[config.mk]
export PLATFORM = sky130hd
export DESIGN_NAME = sacs_cmd
export DESIGN_NICKNAME = d
export VERILOG_FILES = /design/src/sacs_cmd.v /design/src/sacs_dec_acc.v /design/src/sacs_dec_fmt.v
export VERILOG_INCLUDE_DIRS = /design/src /design/src/src
export SDC_FILE = /design/constraint.sdc
export NUM_CORES = 1
export LEC_CHECK = 0
export ABC_AREA = 1
export BUFFER_PORTS_ARGS = -buffer_cell sky130_fd_sc_hd__buf_2
export CAP_MARGIN = 20
export CORE_MARGIN = 10
export CORE_UTILIZATION = 56
export CTS_CLUSTER_SIZE = 14
export DETAILED_ROUTE_END_ITERATION = 8
export PLACE_DENSITY = 0.81
export REMOVE_ABC_BUFFERS = 1
export SLEW_MARGIN = 20
export SYNTH_ARGS = -nofsm -noshare
export SYNTH_HDL_FRONTEND = slang
export SYNTH_HIERARCHICAL = 1
export SYNTH_SLANG_ARGS = --single-unit
[constraint.sdc]
create_clock -name ref_clk -period 3.9 [get_ports ref_clk]
set_input_delay 0.39 -clock ref_clk [delete_from_list [all_inputs] [get_ports ref_clk]]
set_output_delay 0.39 -clock ref_clk [all_outputs]
set_load 0.1 [all_outputs]
[src/sacs_map.vh]
/*
 Constants of the servo ASCII command interpreter: characters, command codes,
 limits, flag bit positions, register offsets and reset values.
 Assumes it is included once per design file by its bare name.
*/
`ifndef SACS_MAP_VH
`define SACS_MAP_VH

// Framing, sign, digit and axis characters
`define SACS_CH_START      8'h21
`define SACS_CH_REPLY      8'h23
`define SACS_CH_CR         8'h0D
`define SACS_CH_PLUS       8'h2B
`define SACS_CH_MINUS      8'h2D
`define SACS_CH_ZERO       8'h30
`define SACS_CH_NINE       8'h39
`define SACS_CH_AXIS_A     8'h41
`define SACS_CH_AXIS_D     8'h44

// Two-letter command codes, first letter in the upper byte
`define SACS_CMD_RUN_ACT   16'h5241
`define SACS_CMD_RUN_PROF  16'h5243
`define SACS_CMD_READ      16'h5244
`define SACS_CMD_READ_INC  16'h5245
`define SACS_CMD_REDEF     16'h5250
`define SACS_CMD_DEM_ACT   16'h5251
`define SACS_CMD_ACCEL     16'h5341
`define SACS_CMD_CURR      16'h5343
`define SACS_CMD_HOLD      16'h5346
`define SACS_CMD_INIT      16'h5349
`define SACS_CMD_DEMAND    16'h5350
`define SACS_CMD_RUNFLAG   16'h5352
`define SACS_CMD_FLAGS     16'h4758

// Parameter limits and read address step
`define SACS_PROF_MAX      17'h0003F
`define SACS_POS_MAX       17'h07E00
`define SACS_ACC_MIN       17'h00001
`define SACS_ACC_MAX       17'h00600
`define SACS_CUR_MAX       17'h00100
`define SACS_ADDR_STEP     16'h0002

// Acknowledge codes
`define SACS_ACK_OK        16'h0000
`define SACS_ACK_NAK       16'h0001

// Flag word bit positions
`define SACS_FLG_RUN       7
`define SACS_FLG_INIT      6
`define SACS_FLG_GFRZ      5
`define SACS_FLG_STOP      4

// Register offsets on the plain port
`define SACS_REG_FLAGS     4'h0
`define SACS_REG_MEMADDR   4'h1
`define SACS_REG_LASTREP   4'h2

// Reset values
`define SACS_RST_POS       16'h0000
`define SACS_RST_ACC       16'h0600
`define SACS_RST_CUR       16'h0100
`define SACS_RST_ADDR      16'h0000

`endif

[src/sacs_cmd.v]
/*
 Servo ASCII command interpreter: frames host command lines, executes profile
 starts, memory reads, position, limit and flag commands, and answers each one addressed to this controller.
 Assumes received bytes come from a serial receiver on ref_clk with a strobe,
 that motion, memory and actual position logic sit outside this block.
*/
`timescale 1ns/1ps
`include "sacs_map.vh"
module sacs_cmd #(
   parameter [16:0] CTRL_ID = 17'h00001
) (
   input  wire        ref_clk,
   input  wire        srst,
   input  wire [7:0]  rx_data,
   input  wire        rx_valid,
   output wire        rx_ready,
   output wire [7:0]  tx_data,
   output wire        tx_valid,
   input  wire        tx_ready,
   input  wire [3:0]  reg_addr,
   input  wire [15:0] reg_wdata,
   input  wire        reg_wr,
   input  wire        reg_rd,
   output reg  [15:0] reg_rdata,
   output reg         mem_rd,
   output reg  [15:0] mem_addr,
   input  wire [15:0] mem_rdata,
   input  wire [63:0] act_pos,
   input  wire        stop_flag,
   input  wire        prof_busy,
   output reg         prof_start,
   output reg         prof_abort,
   output reg  [5:0]  prof_index,
   output reg  [1:0]  prof_axis,
   output reg         prof_at_actual,
   output reg         act_load,
   output reg  [1:0]  act_load_axis,
   output reg  [15:0] act_load_value,
   output reg  [63:0] demand_pos,
   output reg  [63:0] curve_offset,
   output reg  [63:0] accel_lim,
   output reg  [63:0] curr_lim,
   output reg         run_flag,
   output reg         init_flag,
   output reg         hold_global,
   output reg  [3:0]  hold_axis,
   output wire [3:0]  move_enable
);
   localparam [2:0] ST_IDLE = 3'h0;
   localparam [2:0] ST_C1   = 3'h1;
   localparam [2:0] ST_C2   = 3'h2;
   localparam [2:0] ST_PARM = 3'h3;
   localparam [2:0] ST_EXEC = 3'h4;
   localparam [2:0] ST_MEM  = 3'h5;
   localparam [2:0] ST_SEND = 3'h6;

   reg  [2:0]  st;
   reg  [15:0] code;
   reg         neg;
   reg         sgn_seen;
   reg         sgn_plus;
   reg         drv_seen;
   reg  [1:0]  drv;
   reg         bad;
   reg         inc_after;
   reg         fmt_start;
   reg  [15:0] rep_val;
   wire [16:0] mag;
   wire [2:0]  ndig;
   wire        fmt_busy;

   wire        take    = rx_valid && rx_ready;
   wire        is_dig  = (rx_data >= `SACS_CH_ZERO) && (rx_data <= `SACS_CH_NINE);
   wire        is_axis = (rx_data >= `SACS_CH_AXIS_A) && (rx_data <= `SACS_CH_AXIS_D);
   wire        acc_clr = (st == ST_C2) && take;
   wire [7:0]  dig_off = rx_data - `SACS_CH_ZERO;
   wire [7:0]  axs_off = rx_data - `SACS_CH_AXIS_A;

   // No buffer: bytes are refused while a command executes or replies
   assign rx_ready = (st == ST_IDLE) || (st == ST_C1) || (st == ST_C2) || (st == ST_PARM);

   sacs_dec_acc u_acc (
      .ref_clk     (ref_clk),
      .srst        (srst),
      .clear       (acc_clr),
      .digit_valid (take && st == ST_PARM && is_dig),
      .digit       (dig_off[3:0]),
      .mag         (mag),
      .ndig        (ndig)
   );

   sacs_dec_fmt u_fmt (
      .ref_clk  (ref_clk),
      .srst     (srst),
      .start    (fmt_start),
      .value    (rep_val),
      .tx_ready (tx_ready),
      .tx_data  (tx_data),
      .tx_valid (tx_valid),
      .busy     (fmt_busy)
   );

   // Operand checks
   wire        has_num  = (ndig != 3'h0);
   // An axis letter means this controller; a flag sign is no number sign
   wire        for_us   = drv_seen || !has_num || (mag == CTRL_ID);
   wire        axis_num = drv_seen && has_num;
   wire        pos_ok   = axis_num && (mag <= `SACS_POS_MAX);
   wire        uns_ok   = axis_num && !neg && !sgn_seen;
   wire [15:0] sval     = neg ? (16'h0000 - mag[15:0]) : mag[15:0];
   wire        flag_ok  = sgn_seen && has_num && !drv_seen;
   wire [5:0]  sh       = {drv, 4'h0};

   assign move_enable = ~hold_axis & {4{~hold_global}};

   always @(posedge ref_clk) begin
      if (srst) begin
         st             <= ST_IDLE;
         code           <= 16'h0000;
         neg            <= 1'b0;
         sgn_seen       <= 1'b0;
         sgn_plus       <= 1'b0;
         drv_seen       <= 1'b0;
         drv            <= 2'h0;
         bad            <= 1'b0;
         inc_after      <= 1'b0;
         fmt_start      <= 1'b0;
         rep_val        <= 16'h0000;
         mem_rd         <= 1'b0;
         mem_addr       <= `SACS_RST_ADDR;
         prof_start     <= 1'b0;
         prof_abort     <= 1'b0;
         prof_index     <= 6'h00;
         prof_axis      <= 2'h0;
         prof_at_actual <= 1'b0;
         act_load       <= 1'b0;
         act_load_axis  <= 2'h0;
         act_load_value <= 16'h0000;
         demand_pos     <= {4{`SACS_RST_POS}};
         curve_offset   <= {4{`SACS_RST_POS}};
         accel_lim      <= {4{`SACS_RST_ACC}};
         curr_lim       <= {4{`SACS_RST_CUR}};
         run_flag       <= 1'b0;
         init_flag      <= 1'b0;
         hold_global    <= 1'b0;
         hold_axis      <= 4'h0;
      end else begin
         fmt_start  <= 1'b0;
         mem_rd     <= 1'b0;
         prof_start <= 1'b0;
         prof_abort <= 1'b0;
         act_load   <= 1'b0;
         if (reg_wr && reg_addr == `SACS_REG_MEMADDR && st != ST_MEM)
            mem_addr <= reg_wdata;
         case (st)
            ST_IDLE: if (take && rx_data == `SACS_CH_START)
               st <= ST_C1;
            ST_C1: if (take) begin
               code[15:8] <= rx_data;
               st <= (rx_data == `SACS_CH_CR) ? ST_IDLE : ST_C2;
            end
            ST_C2: if (take) begin
               code[7:0] <= rx_data;
               neg      <= 1'b0;
               sgn_seen <= 1'b0;
               sgn_plus <= 1'b0;
               drv_seen <= 1'b0;
               drv      <= 2'h0;
               bad      <= 1'b0;
               st <= (rx_data == `SACS_CH_CR) ? ST_IDLE : ST_PARM;
            end
            ST_PARM: if (take) begin
               if (rx_data == `SACS_CH_CR) begin
                  st <= ST_EXEC;
               end else if (rx_data == `SACS_CH_START) begin
                  // A fresh start mark drops a broken line and begins anew
                  st <= ST_C1;
               end else if (is_dig && !drv_seen) begin
                  bad <= bad;
               end else if ((rx_data == `SACS_CH_PLUS || rx_data == `SACS_CH_MINUS)
                            && !sgn_seen && !has_num && !drv_seen) begin
                  sgn_seen <= 1'b1;
                  sgn_plus <= (rx_data == `SACS_CH_PLUS);
                  neg      <= (rx_data == `SACS_CH_MINUS);
               end else if (is_axis && !drv_seen) begin
                  drv_seen <= 1'b1;
                  drv      <= axs_off[1:0];
               end else begin
                  bad <= 1'b1;
               end
            end
            ST_EXEC: begin
               rep_val   <= `SACS_ACK_NAK;
               fmt_start <= 1'b1;
               inc_after <= 1'b0;
               st        <= ST_SEND;
               if (!for_us && !bad) begin
                  // Another controller is addressed: stay silent
                  fmt_start <= 1'b0;
                  st        <= ST_IDLE;
               end else if (!bad) begin
                  case (code)
                     `SACS_CMD_RUN_ACT, `SACS_CMD_RUN_PROF:
                        if (run_flag && uns_ok && mag <= `SACS_PROF_MAX) begin
                           prof_start     <= 1'b1;
                           prof_index     <= mag[5:0];
                           prof_axis      <= drv;
                           prof_at_actual <= (code == `SACS_CMD_RUN_ACT);
                           prof_abort     <= prof_busy;
                           rep_val        <= `SACS_ACK_OK;
                           if (code == `SACS_CMD_RUN_ACT)
                              curve_offset[sh +: 16] <= demand_pos[sh +: 16];
                        end
                     `SACS_CMD_READ, `SACS_CMD_READ_INC:
                        if (drv_seen && !has_num && !sgn_seen) begin
                           mem_rd    <= 1'b1;
                           fmt_start <= 1'b0;
                           inc_after <= (code == `SACS_CMD_READ_INC);
                           st        <= ST_MEM;
                        end
                     `SACS_CMD_REDEF:
                        if (run_flag && pos_ok) begin
                           act_load       <= 1'b1;
                           act_load_axis  <= drv;
                           act_load_value <= sval;
                           rep_val        <= `SACS_ACK_OK;
                        end
                     `SACS_CMD_DEM_ACT:
                        if (drv_seen && !has_num && !sgn_seen) begin
                           demand_pos[sh +: 16] <= act_pos[sh +: 16];
                           rep_val              <= `SACS_ACK_OK;
                        end
                     `SACS_CMD_ACCEL:
                        if (uns_ok && mag >= `SACS_ACC_MIN && mag <= `SACS_ACC_MAX) begin
                           accel_lim[sh +: 16] <= mag[15:0];
                           rep_val             <= `SACS_ACK_OK;
                        end
                     `SACS_CMD_CURR:
                        if (uns_ok && mag <= `SACS_CUR_MAX) begin
                           curr_lim[sh +: 16] <= mag[15:0];
                           rep_val            <= `SACS_ACK_OK;
                        end
                     `SACS_CMD_HOLD:
                        if (sgn_seen && drv_seen) begin
                           hold_axis[drv] <= sgn_plus;
                           rep_val        <= `SACS_ACK_OK;
                        end else if (flag_ok) begin
                           hold_global <= sgn_plus;
                           rep_val     <= `SACS_ACK_OK;
                        end
                     `SACS_CMD_INIT:
                        if (flag_ok) begin
                           init_flag <= sgn_plus;
                           rep_val   <= `SACS_ACK_OK;
                        end
                     `SACS_CMD_RUNFLAG:
                        if (flag_ok) begin
                           run_flag <= sgn_plus;
                           rep_val  <= `SACS_ACK_OK;
                        end
                     `SACS_CMD_DEMAND:
                        if (pos_ok) begin
                           demand_pos[sh +: 16] <= sval;
                           rep_val              <= `SACS_ACK_OK;
                        end
                     `SACS_CMD_FLAGS:
                        if (has_num && !drv_seen && !sgn_seen)
                           rep_val <= {8'h00, run_flag, init_flag, hold_global, stop_flag,
                                       hold_axis};
                     default:
                        rep_val <= `SACS_ACK_NAK;
                  endcase
               end
            end
            ST_MEM: begin
               rep_val   <= mem_rdata;
               fmt_start <= 1'b1;
               if (inc_after)
                  mem_addr <= mem_addr + `SACS_ADDR_STEP;
               st <= ST_SEND;
            end
            ST_SEND: if (!fmt_start && !fmt_busy)
               st <= ST_IDLE;
            default: st <= ST_IDLE;
         endcase
      end
   end

   // Register port: read data in the cycle after the strobe
   always @(posedge ref_clk) begin
      if (srst) begin
         reg_rdata <= 16'h0000;
      end else if (reg_rd) begin
         case (reg_addr)
            `SACS_REG_FLAGS:   reg_rdata <= {8'h00, run_flag, init_flag, hold_global, stop_flag,
                                             hold_axis};
            `SACS_REG_MEMADDR: reg_rdata <= mem_addr;
            `SACS_REG_LASTREP: reg_rdata <= rep_val;
            default:           reg_rdata <= 16'h0000;
         endcase
      end else begin
         reg_rdata <= 16'h0000;
      end
   end
endmodule // sacs_cmd

[src/sacs_dec_acc.v]
/*
 Decimal digit accumulator of the command parser.
 Assumes digits arrive as binary 0..9 with a one-cycle strobe on ref_clk.
*/
`timescale 1ns/1ps
module sacs_dec_acc (
   input  wire        ref_clk,
   input  wire        srst,
   input  wire        clear,
   input  wire        digit_valid,
   input  wire [3:0]  digit,
   output reg  [16:0] mag,
   output reg  [2:0]  ndig
);
   wire [20:0] prod = {4'h0, mag} * 21'h00000A + {17'h00000, digit};

   // Saturates so an overlong number still fails every range check
   always @(posedge ref_clk) begin
      if (srst || clear) begin
         mag  <= 17'h00000;
         ndig <= 3'h0;
      end else if (digit_valid) begin
         mag  <= (prod > 21'h01FFFF) ? 17'h1FFFF : prod[16:0];
         ndig <= (ndig == 3'h7) ? ndig : ndig + 3'h1;
      end
   end
endmodule // sacs_dec_acc

[src/sacs_dec_fmt.v]
/*
 Reply formatter: sends the reply mark, an unsigned decimal value without
 leading zeros, and a carriage return, one byte per tx handshake.
 Assumes the serial sender takes a byte when tx_valid and tx_ready are high.
*/
`timescale 1ns/1ps
`include "sacs_map.vh"
module sacs_dec_fmt (
   input  wire        ref_clk,
   input  wire        srst,
   input  wire        start,
   input  wire [15:0] value,
   input  wire        tx_ready,
   output reg  [7:0]  tx_data,
   output reg         tx_valid,
   output wire        busy
);
   localparam [1:0] F_IDLE = 2'h0;
   localparam [1:0] F_HASH = 2'h1;
   localparam [1:0] F_DIG  = 2'h2;
   localparam [1:0] F_CR   = 2'h3;

   reg  [1:0]  st;
   reg  [15:0] rem;
   reg  [2:0]  k;
   reg  [3:0]  cnt;
   reg         lead;
   reg  [15:0] pw;
   wire        slot = !tx_valid || tx_ready;

   // Powers of ten, largest first
   always @* begin
      case (k)
         3'h0:    pw = 16'h2710;
         3'h1:    pw = 16'h03E8;
         3'h2:    pw = 16'h0064;
         3'h3:    pw = 16'h000A;
         default: pw = 16'h0001;
      endcase
   end

   assign busy = (st != F_IDLE) || tx_valid;

   // Digits by repeated subtraction; slow but tiny beside the serial rate
   always @(posedge ref_clk) begin
      if (srst) begin
         st       <= F_IDLE;
         rem      <= 16'h0000;
         k        <= 3'h0;
         cnt      <= 4'h0;
         lead     <= 1'b0;
         tx_data  <= 8'h00;
         tx_valid <= 1'b0;
      end else begin
         if (tx_valid && tx_ready)
            tx_valid <= 1'b0;
         case (st)
            F_IDLE: if (start) begin
               rem  <= value;
               k    <= 3'h0;
               cnt  <= 4'h0;
               lead <= 1'b0;
               st   <= F_HASH;
            end
            F_HASH: if (slot) begin
               tx_data  <= `SACS_CH_REPLY;
               tx_valid <= 1'b1;
               st       <= F_DIG;
            end
            F_DIG: if (rem >= pw) begin
               rem <= rem - pw;
               cnt <= cnt + 4'h1;
            end else if (cnt == 4'h0 && !lead && k != 3'h4) begin
               k <= k + 3'h1;
            end else if (slot) begin
               tx_data  <= `SACS_CH_ZERO + {4'h0, cnt};
               tx_valid <= 1'b1;
               lead     <= 1'b1;
               cnt      <= 4'h0;
               k        <= k + 3'h1;
               if (k == 3'h4)
                  st <= F_CR;
            end
            F_CR: if (slot) begin
               tx_data  <= `SACS_CH_CR;
               tx_valid <= 1'b1;
               st       <= F_IDLE;
            end
            default: st <= F_IDLE;
         endcase
      end
   end
endmodule // sacs_dec_fmt

==> qor.csv <==
stage;metric;value;unit
clock_tree;clk_latency;0.59;ns
clock_tree;numCtsBuffers;44;
power;p_per_area;369;nW/um^2
routing;vias;24055;
finish;post-route-util;66.4;%
timing;setup_tns;0;ns
floorplan;io_pins;456;
logic_synthesis;synth_cell_types;63;
floorplan;rows;73;
logic_synthesis;ys.flop_type;dfxtp_1;
global_route;grt_max_degree;169;
setup_path;endpoint;u_acc/mag[2];
logic_synthesis;synth_edf_count;0;
routing;via_per_inst;5.59;
hold_path;hold_path.class;in -> reg;
setup_path;crit_family;simple AND/OR/NAND/NOR gates;
clock_tree;cts.clk_slew.worst_paths;0.07;ns
setup_path;max_stage_delay;0.49;ns
routing;firstDrtPassIters;6;
setup_path;setup.worst_path.start;u_acc/mag[1];
timing;max_slew_margin;38.4;%
logic_synthesis;ys_seq_area_share;37.7;%
timing;finalCritPeriodShare;88.8;%
routing;drt_iter0_markers;2563;
clock_tree;clockRootBuffer;clkbuf_16;
setup_path;setup.worst_path.start_class;register;
floorplan;start_util;56.6;%
clock_tree;clockBufferDepth;3;
logic_synthesis;synth_largest_area_cell;dfxtp_1;
timing;fin_skew;0.0231;ns
setup_path;path_max_fanout;17;
power;cellLeakagePower;12.7;nW
clock_tree;post_cts_buffers;0;
finish;num_antenna_cells;0;
timing;tightest_slew;0.921;ns
clock_tree;post_cts_resized;0;
clock_tree;cts_tree;done;
setup_path;critical_path.cell_chain;ha_1 -> ha_1 -> inv_1 -> fa_1 -> nor2_1 -> nand4_1 -> nand2_1 -> nand2_1 -> nor2_2 -> nand2_1 -> nor2_2 -> nand3_1 -> nand2_1 -> nand2_2 -> nor2_4 -> nand3_1 -> nand2_1 -> inv_1;
clock_tree;cts_hold_buf;0;
floorplan;dieWidth;220;microns
timing;max_freq;0.289;GHz
routing;wl_per_cell;19.0;microns
routing;route.met3.wl;8020;microns
logic_synthesis;yosys_warnings;6;
placed_design;port_buffers;453;
setup_path;r2r-end;u_acc/mag[2];
global_route;antenna_found_initial;0;
placed_design;place_ws;0.539;ns
setup_path;r2r-start;u_acc/mag[1];
finish;regArea;8470;sq um
setup_path;cp.buffers_inverters;2;
floorplan;die_area;48600;sq um
logic_synthesis;avgSynthCellArea;6.68;sq um
routing;drc;0;
timing;drv_slew;0;
setup_path;crit_required;4.40;ns
global_route;track_usage;31.9;%
finish;fin_nets;3939;
placed_design;dp.cells;4227;
logic_synthesis;synth_area_leaders;dfxtp_1 (38%), nand2_1 (12%), nor2_1 (8.2%);
finish;multi_input_comb_area;11800;sq um
logic_synthesis;synthArstFlopShare;0;%
setup_path;cpMaxStageDelayCell;dfxtp_1;
routing;route.met2.wl;38100;microns
logic_synthesis;synth_seq_cells;423;
placed_design;placed_area;25000;sq um
clock_tree;h-tree-depth;2;
finish;area_growth;17.4;%
floorplan;fp.dieH;220;microns
timing;setup_viol;0;
setup_path;reg2reg_slack;0.44;ns
setup_path;cp-end-kind;register;
global_route;grt_pass1_wl;124000;microns
power;power;9.73;mW
setup_path;r2r_cells;18;
routing;postRouteAntennaNets;0;
global_route;grt_pass1_vias;22203;
setup_path;critPathKind;reg -> reg;
global_route;grt_overflow_total;0;
setup_path;path_common_cell;nand2_1;
routing;wl;81700;microns
floorplan;core_area;39700;sq um
clock_tree;clock-sinks;423;
flow_run;maxCapViolations;0;
timing;hold_viol_final;0;
finish;num-fill-cells;3689;
setup_path;worstPathArrival;3.96;ns
power;irDropWorstVdd;343;uV
finish;instances_no_fill;4305;
timing;hold-worst-slack;0.0547;ns
timing;postLayoutSetupSlackWorst;0.437;ns
timing;fin_crit;3.46;ns
logic_synthesis;synth_top_cell_area_share;37.7;%
logic_synthesis;synth_area;22500;sq um
setup_path;cp.depth;18;
status;status;completed;
logic_synthesis;synthCells;3364;
placed_design;gp_congestion;1.00;
routing;wl_met1;32400;microns
timing;rsz0062_at_grt;false;
routing;top_layer;met4;
finish;drive_above_1_share;18.0;%
finish;final_area;26400;sq um
placed_design;dp_hpwl;60900;microns
[how the worst min path moves through the flow]
stage	start	depth (start not counted)	to	slack (ns)
3_5_place_dp	accel_lim[14]	2	accel_lim[14]	0.43
3_3_place_gp	accel_lim[15]	2	accel_lim[15]	0.42
5_1_grt	mem_rdata[14]	3	rep_val[14]	0.06
6_report	mem_rdata[13]	3	rep_val[13]	0.05
4_1_cts	mem_rdata[14]	3	rep_val[14]	0.04
2_1_floorplan	u_fmt/lead	2	u_fmt/lead	0.43
[per-layer routing]
layer	global-route usage, %	vias to the layer above
li1	-	11641
met1	39.3	11088
met2	52.3	1139
met3	8.00	187
met4	13.7	0
met5	0	-
[cell usage after synthesis, types with 2 or more instances]
cell type	n
nand2_2	36
clkinv_1	6
nor3_1	35
buf_4	7
o21ai_0	232
o22ai_1	36
nand4_1	40
buf_2	30
and2_1	2
nor2_1	492
a21oi_1	291
a31oi_1	14
o211ai_1	7
a221oi_1	4
buf_1	7
nand2_1	710
nand3_2	6
o21a_1	2
clkbuf_1	87
o2111ai_1	6
buf_6	8
inv_1	375
o221ai_1	8
nor2_4	16
nand3b_1	8
nor3b_1	9
inv_2	19
dfxtp_1	423
fa_1	3
o21ai_1	12
xnor2_1	3
xor2_1	19
o31ai_1	2
nor4_1	3
nor2_2	33
nand3_1	251
nand2_4	7
or2_2	6
nor3_4	2
a211oi_1	9
ha_1	72
a21oi_2	5
[power by group]
part | leakage [nW] | switching (mW) | internal (mW)
registers | 3.41 | 0.0403 | 4.37
clock network | 0.692 | 1.80 | 2.48
logic | 8.57 | 0.752 | 0.281
total | 12.7 | 2.59 | 7.13
[cells by family after synthesis]
logic type                 synth area share [%]
and+or+nand+nor                            32.3
AOI/OAI and AO/OA                          15.1
buffers and inverters                      9.78
DFF                                        37.7
adders and majority gates                  4.27
xor gates and xnor gates                  0.857
other                                    0.0167
[cell type report]
type                            instances  area share (%)
Sequential cell                       423            32.1
Multi-Input combinational cell       2398            44.8
Clock buffer                           68            4.74
Clock inverter                         10           0.692
Tap cell                              525            2.49
Timing Repair Buffer                  480            9.43
Inverter                              401            5.73
[worst register-to-register path, cell delays in order (launching register included)]
cell and delay (ns):
dfxtp_1 0.49, ha_1 0.29, ha_1 0.25, inv_1 0.08, fa_1 0.44, nor2_1 0.21
nand4_1 0.14, nand2_1 0.08, nand2_1 0.07, nor2_2 0.12, nand2_1 0.12, nor2_2 0.17
nand3_1 0.11, nand2_1 0.09, nand2_2 0.06, nor2_4 0.36, nand3_1 0.18, nand2_1 0.09
inv_1 0.03
[cell usage in the layout, fill, tap and decap left out, drive strengths merged, types with 2 or more instances in the layout]
master	netlist	final
nand2	754	754
o31ai	2	2
or2	8	8
a21oi	296	296
clkinv	6	8
xnor2	3	3
conb	1	2
bufinv	0	4
fa	3	3
inv	395	398
and2	4	4
ha	72	72
nand4	40	40
o21ai	244	244
o221ai	8	8
nor4	3	3
nor3	37	37
o22ai	36	36
a31oi	14	14
a211oi	9	9
nor3b	9	9
o2111ai	6	6
clkbuf	89	68
o21a	2	2
buf	53	480
nor2	541	541
xor2	19	19
a221oi	4	4
dfxtp	423	423
o211ai	7	7
nand3b	8	8
nand3	258	258
[sequential cells by signal (all words and copies together) (netlist names), 17 cells and up]
name,flops
demand_pos,64
accel_lim,64
curve_offset,64
curr_lim,64
u_acc/mag,17
Note: power is estimated with default switching activity, not from simulation.
